File: src/verilog/dc_drive_pkg.sv
// Constants and types for the direct-mode coil drive block
package dc_drive_pkg;

  // ****************************************
  // Register map
  // ****************************************
  localparam logic [6:0] DIRECT_PAIR_ADDR = 7'h2d;
  localparam logic [31:0] DIRECT_PAIR_RESET = 32'h0;
  localparam int COIL_A_LSB = 0;
  localparam int COIL_A_MSB = 8;
  localparam int COIL_B_LSB = 16;
  localparam int COIL_B_MSB = 24;

  // ****************************************
  // Chopper and scaling constants
  // ****************************************
  // 255 slots per cycle, so a magnitude of 255 is fully on
  localparam logic [7:0] PWM_LAST = 8'hfe;
  localparam logic [7:0] ATTEN_FULL = 8'hff;
  localparam logic [1:0] OPTION_A_CODE = 2'h1;
  localparam logic [4:0] SCALE_RESET = 5'h0;
  // Plain defaults; size them for the real clock rate
  localparam int unsigned STANDSTILL_UNIT_CYCLES = 1024;
  localparam int unsigned HOLD_UNIT_CYCLES = 1024;

  typedef enum logic [1:0] {
    ST_HOLD = 2'b00,
    ST_RUN = 2'b01,
    ST_DECAY = 2'b10
  } scale_state_t;

endpackage

File: src/verilog/coil_pwm_if.sv
// Link between the drive controller and one full-bridge chopper
`timescale 1ns/100ps
`default_nettype none
interface coil_pwm_if;
  logic enable;
  logic current_mode;
  logic cycle_start;
  logic [7:0] cnt;
  logic [7:0] duty;
  logic negative;
  logic [7:0] limit;
  logic [7:0] sense;
  logic pos;
  logic neg;
  logic tripped;
  modport ctrl (
    output enable, current_mode, cycle_start, cnt, duty, negative, limit, sense,
    input pos, neg, tripped
  );
  modport bridge (
    input enable, current_mode, cycle_start, cnt, duty, negative, limit, sense,
    output pos, neg, tripped
  );
endinterface
`default_nettype wire

File: src/verilog/coil_bridge.sv
// Chopper for one full-bridge coil output
`timescale 1ns/100ps
`default_nettype none
module coil_bridge (
  input wire logic clk_i,
  input wire logic resetn_i,
  coil_pwm_if.bridge port
);
  import dc_drive_pkg::*;

  logic trip_reg;
  logic pos_reg;
  logic neg_reg;

  // ****************************************
  // Per-coil current trip and drive
  // ****************************************
  wire over_limit = port.current_mode && (port.sense >= port.limit);
  wire drive = port.enable && (port.duty > port.cnt) && !trip_reg;

  always_ff @(posedge clk_i or negedge resetn_i)
  begin
    if (!resetn_i)
    begin
      trip_reg <= 1'b0;
      pos_reg <= 1'b0;
      neg_reg <= 1'b0;
    end
    else
    begin
      // Trip lasts to the end of the cycle, avoiding chatter on sense noise
      trip_reg <= port.cycle_start ? 1'b0 : (trip_reg | over_limit);
      pos_reg <= drive && !port.negative;
      neg_reg <= drive && port.negative;
    end
  end

  assign port.pos = pos_reg;
  assign port.neg = neg_reg;
  assign port.tripped = trip_reg;
endmodule
`default_nettype wire

File: src/verilog/direct_mode_dc_coil_drive.sv
// Direct-mode drive of two DC motors or solenoids from one register
`timescale 1ns/100ps
`default_nettype none
module direct_mode_dc_coil_drive #(
  parameter int unsigned POWERDOWN_UNIT = dc_drive_pkg::STANDSTILL_UNIT_CYCLES,
  parameter int unsigned HOLD_UNIT = dc_drive_pkg::HOLD_UNIT_CYCLES
) (
  input wire logic clk_i,
  input wire logic resetn_i,
  input wire logic reg_wr_i,
  input wire logic reg_rd_i,
  input wire logic [6:0] reg_addr_i,
  input wire logic [31:0] reg_wdata_i,
  output logic [31:0] reg_rdata_o,
  input wire logic direct_mode_i,
  input wire logic voltage_pwm_mode_i,
  input wire logic pwm_autoscale_i,
  input wire logic [3:0] chopper_off_time_i,
  input wire logic [4:0] hold_current_level_i,
  input wire logic [4:0] run_current_level_i,
  input wire logic [3:0] hold_transition_delay_i,
  input wire logic [7:0] standstill_powerdown_delay_i,
  input wire logic [1:0] option_a_i,
  input wire logic [7:0] sense_a_i,
  input wire logic [7:0] sense_b_i,
  input wire logic step_i,
  output logic step_to_sequencer_o,
  output logic motion_halt_o,
  output logic driver_enable_o,
  output logic option_a_o,
  output logic [4:0] current_scale_o,
  output logic coil_a_pos_o,
  output logic coil_a_neg_o,
  output logic coil_b_pos_o,
  output logic coil_b_neg_o
);
  import dc_drive_pkg::*;

  function automatic logic [7:0] magnitude(input logic signed [8:0] v);
    logic [8:0] m;
    m = v[8] ? 9'(-v) : 9'(v);
    // -256 has no positive twin; clip it to full scale
    magnitude = m[8] ? 8'hff : m[7:0];
  endfunction

  function automatic logic [7:0] scaled_limit(input logic [4:0] s, input logic [7:0] mag);
    logic [12:0] p;
    p = 13'({8'h0, s} + 13'd1) * 13'(mag);
    scaled_limit = p[12:5];
  endfunction

  function automatic logic [7:0] attenuate(input logic [7:0] mag, input logic [7:0] a);
    logic [15:0] p;
    p = 16'(mag) * (16'(a) + 16'd1);
    attenuate = p[15:8];
  endfunction

  // ****************************************
  // Register and read port
  // ****************************************
  logic [31:0] pair_reg;
  logic [31:0] rdata_reg;
  wire pair_hit = (reg_addr_i == DIRECT_PAIR_ADDR);

  always_ff @(posedge clk_i or negedge resetn_i)
  begin
    if (!resetn_i)
      pair_reg <= DIRECT_PAIR_RESET;
    else if (reg_wr_i && pair_hit)
      pair_reg <= reg_wdata_i;
  end

  always_ff @(posedge clk_i or negedge resetn_i)
  begin
    if (!resetn_i)
      rdata_reg <= 32'h0;
    else if (reg_rd_i)
      rdata_reg <= pair_hit ? pair_reg : 32'h0;
  end

  wire signed [8:0] raw_a = pair_reg[COIL_A_MSB:COIL_A_LSB];
  wire signed [8:0] raw_b = pair_reg[COIL_B_MSB:COIL_B_LSB];

  // ****************************************
  // Step pin synchroniser
  // ****************************************
  logic step_s1_reg;
  logic step_s2_reg;
  logic step_s3_reg;
  logic step_lvl_reg;
  logic step_seq_reg;
  wire step_rise = step_s2_reg && step_s3_reg && !step_lvl_reg;

  always_ff @(posedge clk_i or negedge resetn_i)
  begin
    if (!resetn_i)
    begin
      step_s1_reg <= 1'b0;
      step_s2_reg <= 1'b0;
      step_s3_reg <= 1'b0;
      step_lvl_reg <= 1'b0;
      step_seq_reg <= 1'b0;
    end
    else
    begin
      step_s1_reg <= step_i;
      step_s2_reg <= step_s1_reg;
      step_s3_reg <= step_s2_reg;
      if (step_s2_reg == step_s3_reg)
        step_lvl_reg <= step_s2_reg;
      step_seq_reg <= step_rise && !direct_mode_i;
    end
  end

  // ****************************************
  // Chopper cycle and value latching
  // ****************************************
  logic [7:0] cnt_reg;
  logic [7:0] mag_a_reg;
  logic [7:0] mag_b_reg;
  logic neg_a_reg;
  logic neg_b_reg;
  logic [7:0] atten_reg;
  logic [7:0] atten_next;
  wire cycle_start = (cnt_reg == PWM_LAST);
  wire voltage_reg_mode = voltage_pwm_mode_i && pwm_autoscale_i;

  always_ff @(posedge clk_i or negedge resetn_i)
  begin
    if (!resetn_i)
    begin
      cnt_reg <= 8'h0;
      mag_a_reg <= 8'h0;
      mag_b_reg <= 8'h0;
      neg_a_reg <= 1'b0;
      neg_b_reg <= 1'b0;
      atten_reg <= ATTEN_FULL;
    end
    else
    begin
      cnt_reg <= cycle_start ? 8'h0 : cnt_reg + 8'h1;
      if (cycle_start)
      begin
        // Direct copy, no device-side ramp
        mag_a_reg <= direct_mode_i ? magnitude(raw_a) : 8'h0;
        mag_b_reg <= direct_mode_i ? magnitude(raw_b) : 8'h0;
        neg_a_reg <= raw_a[8];
        neg_b_reg <= raw_b[8];
        atten_reg <= atten_next;
      end
    end
  end

  // ****************************************
  // Run/hold current scaling
  // ****************************************
  scale_state_t state_reg;
  scale_state_t state_next;
  logic [4:0] scale_reg;
  logic [4:0] scale_next;
  logic [31:0] timer_reg;
  logic [31:0] timer_next;
  wire [31:0] pd_target = 32'(standstill_powerdown_delay_i) * 32'(POWERDOWN_UNIT);
  wire [31:0] hd_target = 32'(hold_transition_delay_i) * 32'(HOLD_UNIT);

  always_comb
  begin
    state_next = state_reg;
    scale_next = scale_reg;
    timer_next = timer_reg + 32'h1;
    case (state_reg)
      ST_HOLD:
      begin
        scale_next = hold_current_level_i;
        timer_next = 32'h0;
      end
      ST_RUN:
      begin
        scale_next = run_current_level_i;
        if (timer_reg >= pd_target)
        begin
          state_next = ST_DECAY;
          timer_next = 32'h0;
        end
      end
      ST_DECAY:
      begin
        if (scale_reg <= hold_current_level_i)
        begin
          state_next = ST_HOLD;
          scale_next = hold_current_level_i;
        end
        else if (timer_reg >= hd_target)
        begin
          scale_next = scale_reg - 5'h1;
          timer_next = 32'h0;
        end
      end
      default:
        state_next = ST_HOLD;
    endcase
    // Only a step pulse restarts the run phase, for both coils at once
    if (step_rise)
    begin
      state_next = ST_RUN;
      scale_next = run_current_level_i;
      timer_next = 32'h0;
    end
  end

  always_ff @(posedge clk_i or negedge resetn_i)
  begin
    if (!resetn_i)
    begin
      state_reg <= ST_HOLD;
      scale_reg <= SCALE_RESET;
      timer_reg <= 32'h0;
    end
    else
    begin
      state_reg <= state_next;
      scale_reg <= scale_next;
      timer_reg <= timer_next;
    end
  end

  // ****************************************
  // Current limits and shared attenuation
  // ****************************************
  wire [7:0] limit_a = scaled_limit(scale_reg, mag_a_reg);
  wire [7:0] limit_b = scaled_limit(scale_reg, mag_b_reg);
  wire a_larger = (mag_a_reg >= mag_b_reg);
  wire over = a_larger ? (sense_a_i >= limit_a) : (sense_b_i >= limit_b);

  always_comb
  begin
    atten_next = atten_reg;
    if (!voltage_reg_mode)
      atten_next = ATTEN_FULL;
    else if (over && atten_reg != 8'h0)
      atten_next = atten_reg - 8'h1;
    else if (!over && atten_reg != ATTEN_FULL)
      atten_next = atten_reg + 8'h1;
  end

  // ****************************************
  // Bridges and outputs
  // ****************************************
  coil_pwm_if coil_a_if();
  coil_pwm_if coil_b_if();
  wire drive_ok = direct_mode_i && (chopper_off_time_i != 4'h0);
  wire cur_mode = !voltage_pwm_mode_i;

  // One attenuation for both coils keeps their voltage ratio
  assign coil_a_if.duty = attenuate(mag_a_reg, atten_reg);
  assign coil_b_if.duty = attenuate(mag_b_reg, atten_reg);
  assign coil_a_if.enable = driver_enable_o;
  assign coil_b_if.enable = driver_enable_o;
  assign coil_a_if.current_mode = cur_mode;
  assign coil_b_if.current_mode = cur_mode;
  assign coil_a_if.cycle_start = cycle_start;
  assign coil_b_if.cycle_start = cycle_start;
  assign coil_a_if.cnt = cnt_reg;
  assign coil_b_if.cnt = cnt_reg;
  assign coil_a_if.negative = neg_a_reg;
  assign coil_b_if.negative = neg_b_reg;
  assign coil_a_if.limit = limit_a;
  assign coil_b_if.limit = limit_b;
  assign coil_a_if.sense = sense_a_i;
  assign coil_b_if.sense = sense_b_i;

  coil_bridge u_bridge_a (
    .clk_i(clk_i),
    .resetn_i(resetn_i),
    .port(coil_a_if.bridge)
  );

  coil_bridge u_bridge_b (
    .clk_i(clk_i),
    .resetn_i(resetn_i),
    .port(coil_b_if.bridge)
  );

  logic enable_reg;
  logic halt_reg;
  logic option_a_reg;

  always_ff @(posedge clk_i or negedge resetn_i)
  begin
    if (!resetn_i)
    begin
      enable_reg <= 1'b0;
      halt_reg <= 1'b0;
      option_a_reg <= 1'b0;
    end
    else
    begin
      enable_reg <= drive_ok;
      halt_reg <= direct_mode_i;
      option_a_reg <= direct_mode_i && (hold_current_level_i == 5'h0)
        && (option_a_i == OPTION_A_CODE) && (state_reg == ST_HOLD);
    end
  end

  assign reg_rdata_o = rdata_reg;
  assign step_to_sequencer_o = step_seq_reg;
  assign motion_halt_o = halt_reg;
  assign driver_enable_o = enable_reg;
  assign option_a_o = option_a_reg;
  assign current_scale_o = scale_reg;
  assign coil_a_pos_o = coil_a_if.pos;
  assign coil_a_neg_o = coil_a_if.neg;
  assign coil_b_pos_o = coil_b_if.pos;
  assign coil_b_neg_o = coil_b_if.neg;
endmodule
`default_nettype wire

File: config.mk
export PLATFORM = sky130hd
export DESIGN_NAME = direct_mode_dc_coil_drive
export DESIGN_NICKNAME = d
export VERILOG_FILES = /design/src/verilog/dc_drive_pkg.sv /design/src/verilog/coil_pwm_if.sv /design/src/verilog/coil_bridge.sv /design/src/verilog/direct_mode_dc_coil_drive.sv
export SDC_FILE = /design/constraint.sdc
export NUM_CORES = 1
export LEC_CHECK = 0
export ABC_AREA = 0
export BUFFER_PORTS_ARGS = -buffer_cell sky130_fd_sc_hd__buf_2
export CAP_MARGIN = 0
export CORE_MARGIN = 3
export CORE_UTILIZATION = 30
export CTS_BUF_LIST = sky130_fd_sc_hd__clkbuf_8 sky130_fd_sc_hd__clkbuf_16
export DETAILED_ROUTE_END_ITERATION = 6
export GPL_TIMING_DRIVEN = 1
export PLACE_DENSITY = 0.54
export RECOVER_POWER = 25
export SLEW_MARGIN = 40
export SYNTH_ARGS = -nofsm -noshare
export SYNTH_HDL_FRONTEND = slang
export SYNTH_SLANG_ARGS = --single-unit
File: constraint.sdc
create_clock -name clk_i -period 7 [get_ports clk_i]
set_input_delay 0.35 -clock clk_i [delete_from_list [all_inputs] [get_ports clk_i]]
set_output_delay 0.35 -clock clk_i [all_outputs]
set_load 0.05 [all_outputs]
# Word-level counts from Yosys, hierarchy flattened
# Cells that the tools add are included.
# word_totals
register_bits	151
# classes
add_sub_neg	9
mul	4
magnitude_cmp	8
eq_ne	12
muxes	27
bitwise_logic	2
n_reduce_logical	37
# op_table
cell	n
32-bit 2-to-1 mux	5
32-bit case mux with 3 select lines	1
8-bit 2-to-1 mux	8
32-bit by 1-bit adder with 32-bit output, second input constant	1
32-bit by 14-bit greater-or-equal comparator with 1-bit output	1
32-bit by 18-bit greater-or-equal comparator with 1-bit output	1
8-bit greater-or-equal comparator	3
1-bit logical AND	21
9-bit 2-to-1 mux	2
9-bit negator	2
8-bit by 1-bit adder with 8-bit output, second input constant	2
8-bit greater-than comparator	2
8-bit by 16-bit multiplier with 16-bit output	1
8-bit by 9-bit multiplier with 16-bit output	1
5-bit 2-to-1 mux	3
5-bit case mux with 3 select lines	1
13-bit by 8-bit multiplier with 13-bit output	1
6-bit by 8-bit multiplier with 13-bit output	1
8-bit by 1-bit adder with 9-bit output, second input constant	1
8-bit == test, second input constant	1
1-bit logical NOT	8
8-bit inequality test, second input constant	1
4-bit nonzero test	2
8-bit nonzero test	1
20 further kinds	28

# Depth between registers and ports, before layout
# depth
depth_word	9
depth_mapped	34

# Hierarchy
# A second synthesis with hierarchy kept.
# unflattened
cells_unflattened	1774
hier_area_um2	15763.9
# modules_own_cells
module	instances	cells_per_inst	area_each_um2	seq_area_each_um2
direct_mode_dc_coil_drive	1	1648	14775.4	3638.5
coil_bridge	2	63	494.2	75.1

# Worst setup path before layout
# OpenSTA, ideal clock, no wires.
# synth_timing
kind	register -> register
startpoint	register scale_reg[0], in the netlist current_scale_o[0]
endpoint	register atten_reg[7]
arrival_time_ns	7.445
path_slack_ns	-0.535
stages_incl_launch_ff	35
path_buffers	1
synth_period_minus_slack_ns	7.535
path_cell_list	dfrtp_1 > inv_1 > ha_1 > clkbuf_1 > inv_1 > nor2_1 > fa_1 > ha_1 > inv_1 > fa_1 > inv_1 > ha_1 > nor4bb_1 > a41oi_1 > o21ai_0 > nand2_1 > a21oi_1 > o22ai_1 > xor2_1 > ha_1 > nand2_1 > nor3_1 > a21oi_1 > o211a_1 > a21oi_1 > nand2b_1 > inv_1 > ha_1 > a21o_1 > a21oi_1 > o21ai_0 > o41ai_1 > nor2_1 > a22o_1 > a211oi_1
# synth_between
elab_chain_cells	8
# synth_lines
element	line	rtl
start: declaration	direct_mode_dc_coil_drive.sv:159	logic [4:0] scale_reg;
start signal: assignment	direct_mode_dc_coil_drive.sv:222	scale_reg <= scale_next;
5-bit by 1-bit adder with 6-bit output *	direct_mode_dc_coil_drive.sv:48	p = 13'({8'h0, s} + 13'd1) * 13'(mag);
13-bit by 8-bit multiplier with 13-bit output or 6-bit by 8-bit multiplier with 13-bit output (tied branches)	direct_mode_dc_coil_drive.sv:48	
8-bit greater-or-equal comparator	direct_mode_dc_coil_drive.sv:233	wire over = a_larger ? (sense_a_i >= limit_a) : (sense_b_i >= limit_b);
1-bit 2-to-1 mux *	direct_mode_dc_coil_drive.sv:233	
1-bit logical NOT	direct_mode_dc_coil_drive.sv:242	else if (!over && atten_reg != ATTEN_FULL)
1-bit logical AND	direct_mode_dc_coil_drive.sv:242	
3-bit by 1-bit inequality test with 1-bit output (no source line)	--	
2-bit AND reduction (no source line)	--	
end signal: assignment	direct_mode_dc_coil_drive.sv:149	atten_reg <= atten_next;
end: declaration	direct_mode_dc_coil_drive.sv:123	logic [7:0] atten_reg;
# Mark *: on every way between the ends. The rest lies on a longest branch, timed or not.
# A chain may end at the register's enable or synchronous reset.

# Worst setup path after layout
# Same ends and word-level chain as after synthesis.

==> out/results.txt <==
Netlist cell types = 67
Worst reg2reg setup slack = 0.27 ns
Via density = 4.670
Fin crit share = 0.9612
TritonCTS clock tree = yes
Core area = 50,170 um2
Synthesized instance count = 1,707
Setup violations, final = 0
Initial antenna violation count = 7
Status = finished, violations left
Crit path max fanout = 5
Simple-gate share of the synthesized area = 0.1841
Compound-Gate Fraction of Synth Area = 0.09068
Layout cell share with drive strength beyond 1 = 0.2133
Max_cap viols = 1
Final GP Congestion = 0.8425
All-Layer GR Usage = 0.1525
Root Driver = clkbuf_16
Post-Place Cells = 2,531
Drt pass-1 iters = 5
Row Count = 82
Worst r2r src = current_scale_o[0]$_DFFE_PN0P_
Failing checks = capacitance limit, slew limit
Die width = 231.5 um
Grt ovf = 0
EDFF count, synth = 0
Worst Hold End = driver_enable_o$_DFF_PN0_
Max transition margin = -2.198
Synthesized flop and latch total = 151
Initial detailed-routing violation count = 442
CTS sink count = 151
Area of the die = 53,610 um2
Die height = 231.5 um
Async SR Flop Fraction = 1.000
Clock Skew = 0.01099 ns
TritonCTS buffer count = 17
Max Clk Rate = 148.6 MHz
HP Start = chopper_off_time_i[2]
DR WL/cell = 15.59 um
Post-Synth Adder-Cell Area = 0.3125
Input/output buffers = 135
Setup CP Type = reg -> reg
Num ports = 136
Final WL = 40.19 mm
DP HPWL = 31.36 mm
Crit-path slowest cell = fa_1
H-tree depth = 4
Pins Over Slew Limit = 86
Synth Flop Type = dfrtp_1
Final ANT Viol Nets = 0
CTS max path bufs = 2
HP Class = in -> reg
Worst-path clk slew = 0.07 ns
Startpoint Class = flop
NumNets Final = 2,287
Initial core utilization = 0.3042
Synthesized area per cell = 8.940 um2
Crit path time final = 6.728 ns
CP max stage delay = 0.54 ns
Synthesized area = 15,260 um2
Final Hold Vio Count = 0
Post-Syn Nets = 2,103
Capturing point of the worst reg2reg path = atten_reg[7]$_DFFE_PN1P_
Sequential-to-total area share from yosys stat = 0.2483
Worst-skew pair later-pin latency = 0.44 ns
Hold path cells = 2
Mux contribution to synthesized area = 0.02640
Critical Path RT = 7.37 ns
Finished Layout Cells = 2,578
Filler cell count = 5,121
Main combinational cell family by area after synthesis = adder cells
Vias in the first global route = 12,620
Post-Synth XOR/XNOR Area = 0.05739
Worst Path Arrival = 7.10 ns
Warnings from Yosys = 0
Setup crit end kind = flop
Worst r2r path cells = 32
Post-route DRC = 0
Synth-to-Final Area Change = 19.37%
Largest net degree at the start of global routing = 86
Global-route wire length before repair = 65.50 mm
Routed vias = 12,040
Slew of the pin with the lowest slew margin = 4.797 ns
[cells in the final DEF (no fill, tap or decap), types with 10 or more instances in the layout]
cell type	Yosys	final
nand2b_1	10	10
mux2_2	34	34
nand2_1	211	209
xnor2_1	59	56
dfrtp_1	143	138
nand3_1	32	29
o21ai_0	81	74
buf_4	0	80
clkbuf_16	0	17
nand4_1	10	10
nor3_1	34	30
nor2_1	103	98
o22ai_1	11	11
and2_1	83	81
ha_1	178	170
nor2b_1	20	20
a21oi_1	39	28
buf_2	0	133
inv_1	260	257
fa_1	127	127
o21a_1	10	10
xor2_1	41	39
nor2_2	30	34
[per-layer routing]
layer	track usage	up-vias	part of all wire
met5	0	-	0.0014
met4	0.03776	8	0.014
met3	0.03798	41	0.057
met2	0.2587	228	0.48
met1	0.1948	5874	0.45
li1	-	5888	-
[logic make-up after synthesis]
group                    after synthesis
AO/OA/AOI/OAI                        216
buffers and inverters                322
multiplexers                          36
AND/OR/NAND/NOR                      577
XOR/XNOR                             100
adder cells (fa/ha/maj)              305
flip-flops                           151
[cells in the mapped netlist (all sizes together), types with 6 or more instances]
cell / instances / share of area
nand2: 211 / 0.052
fa: 127 / 0.17
nor2: 133 / 0.038
ha: 178 / 0.15
a21oi: 39 / 0.013
a21o: 7 / 0.0034
dfstp: 8 / 0.014
a22o: 6 / 0.0034
o31ai: 11 / 0.0054
o21a: 10 / 0.0049
nor2b: 20 / 0.0082
inv: 261 / 0.064
nand2b: 10 / 0.0041
dfrtp: 143 / 0.23
and2: 83 / 0.034
nor3: 34 / 0.011
and3: 7 / 0.0029
nand4: 10 / 0.0041
a211oi: 8 / 0.0039
o22ai: 11 / 0.0045
xnor2: 59 / 0.034
o21ai: 83 / 0.027
nand3: 32 / 0.010
xor2: 41 / 0.024
clkbuf: 53 / 0.013
mux2: 34 / 0.025
nor4: 10 / 0.0057
buf: 6 / 0.0030
[stage by stage]
| step | area [um2] | utilization | hold slack, ns | setup slack [ns] | TNS (ns) |
|---|---|---|---|---|---|
| 2_1_floorplan | 15280 | - | 0.05441 | 0.003261 | 0 |
| 3_3_place_gp | 17150 | 0.3419 | 0.3506 | -0.04596 | -0.04596 |
| 3_5_place_dp | 17160 | 0.3421 | 0.3426 | -0.3264 | -0.6625 |
| 4_1_cts | 17750 | 0.3537 | 0.003017 | -0.01828 | -0.01828 |
| 5_1_grt | 18210 | 0.3630 | 0.1149 | -0.1322 | -0.1709 |
| 6_report | 18220 | 0.3631 | 0.1376 | 0.2717 | 0 |
[layout make-up]
class,instances,area [um2],share of cell area
inverters,263,987.2,0.05419
clock inverters,14,115.1,0.006319
multi-input cells,1234,10650,0.5847
clock buffers,17,425.4,0.02335
diodes,3,7.507,0.0004121
repair buffers,224,1395,0.07658
flip-flops and latches,151,3795,0.2083
well taps,672,840.8,0.04615
[worst max-delay path, delay by kind of cell, from the launching register on]
kind / cells / cell delay, ns
AOI/OAI and AO/OA: 11 / 1.86
xor gates and xnor gates: 2 / 0.28
adders and majority gates: 7 / 2.72
buffers and inverters: 6 / 0.63
DFF: 1 / 0.45
and+or+nand+nor: 6 / 0.69
[worst max-delay path by stage]
stage | start | end | slack, ns
after global routing | current_scale_o[0]$_DFFE_PN0P_ | atten_reg[7]$_DFFE_PN1P_ | -0.13
after detailed placement | current_scale_o[1]$_DFFE_PN0P_ | atten_reg[6]$_DFFE_PN1P_ | -0.33
after floorplan | current_scale_o[1]$_DFFE_PN0P_ | atten_reg[7]$_DFFE_PN1P_ | 0.003
final | current_scale_o[0]$_DFFE_PN0P_ | atten_reg[7]$_DFFE_PN1P_ | 0.27
after global placement | current_scale_o[0]$_DFFE_PN0P_ | atten_reg[7]$_DFFE_PN1P_ | -0.05
after CTS | current_scale_o[0]$_DFFE_PN0P_ | atten_reg[6]$_DFFE_PN1P_ | -0.02
[repair_timing]
| item | in CTS | in global routing |
|---|---|---|
| setup endpoints to repair | 4 | 6 |
| buffers inserted | 1 | 11 |
| resized for setup | 7 | 72 |
| hold buffers | 1 | 0 |
| pin swaps | 2 | 37 |
| hold endpoints to repair | 1 | 0 |
Power is left out: the tool's default activity adds up to more than one toggle a clock period on the data nets, which glitch-free logic cannot reach.
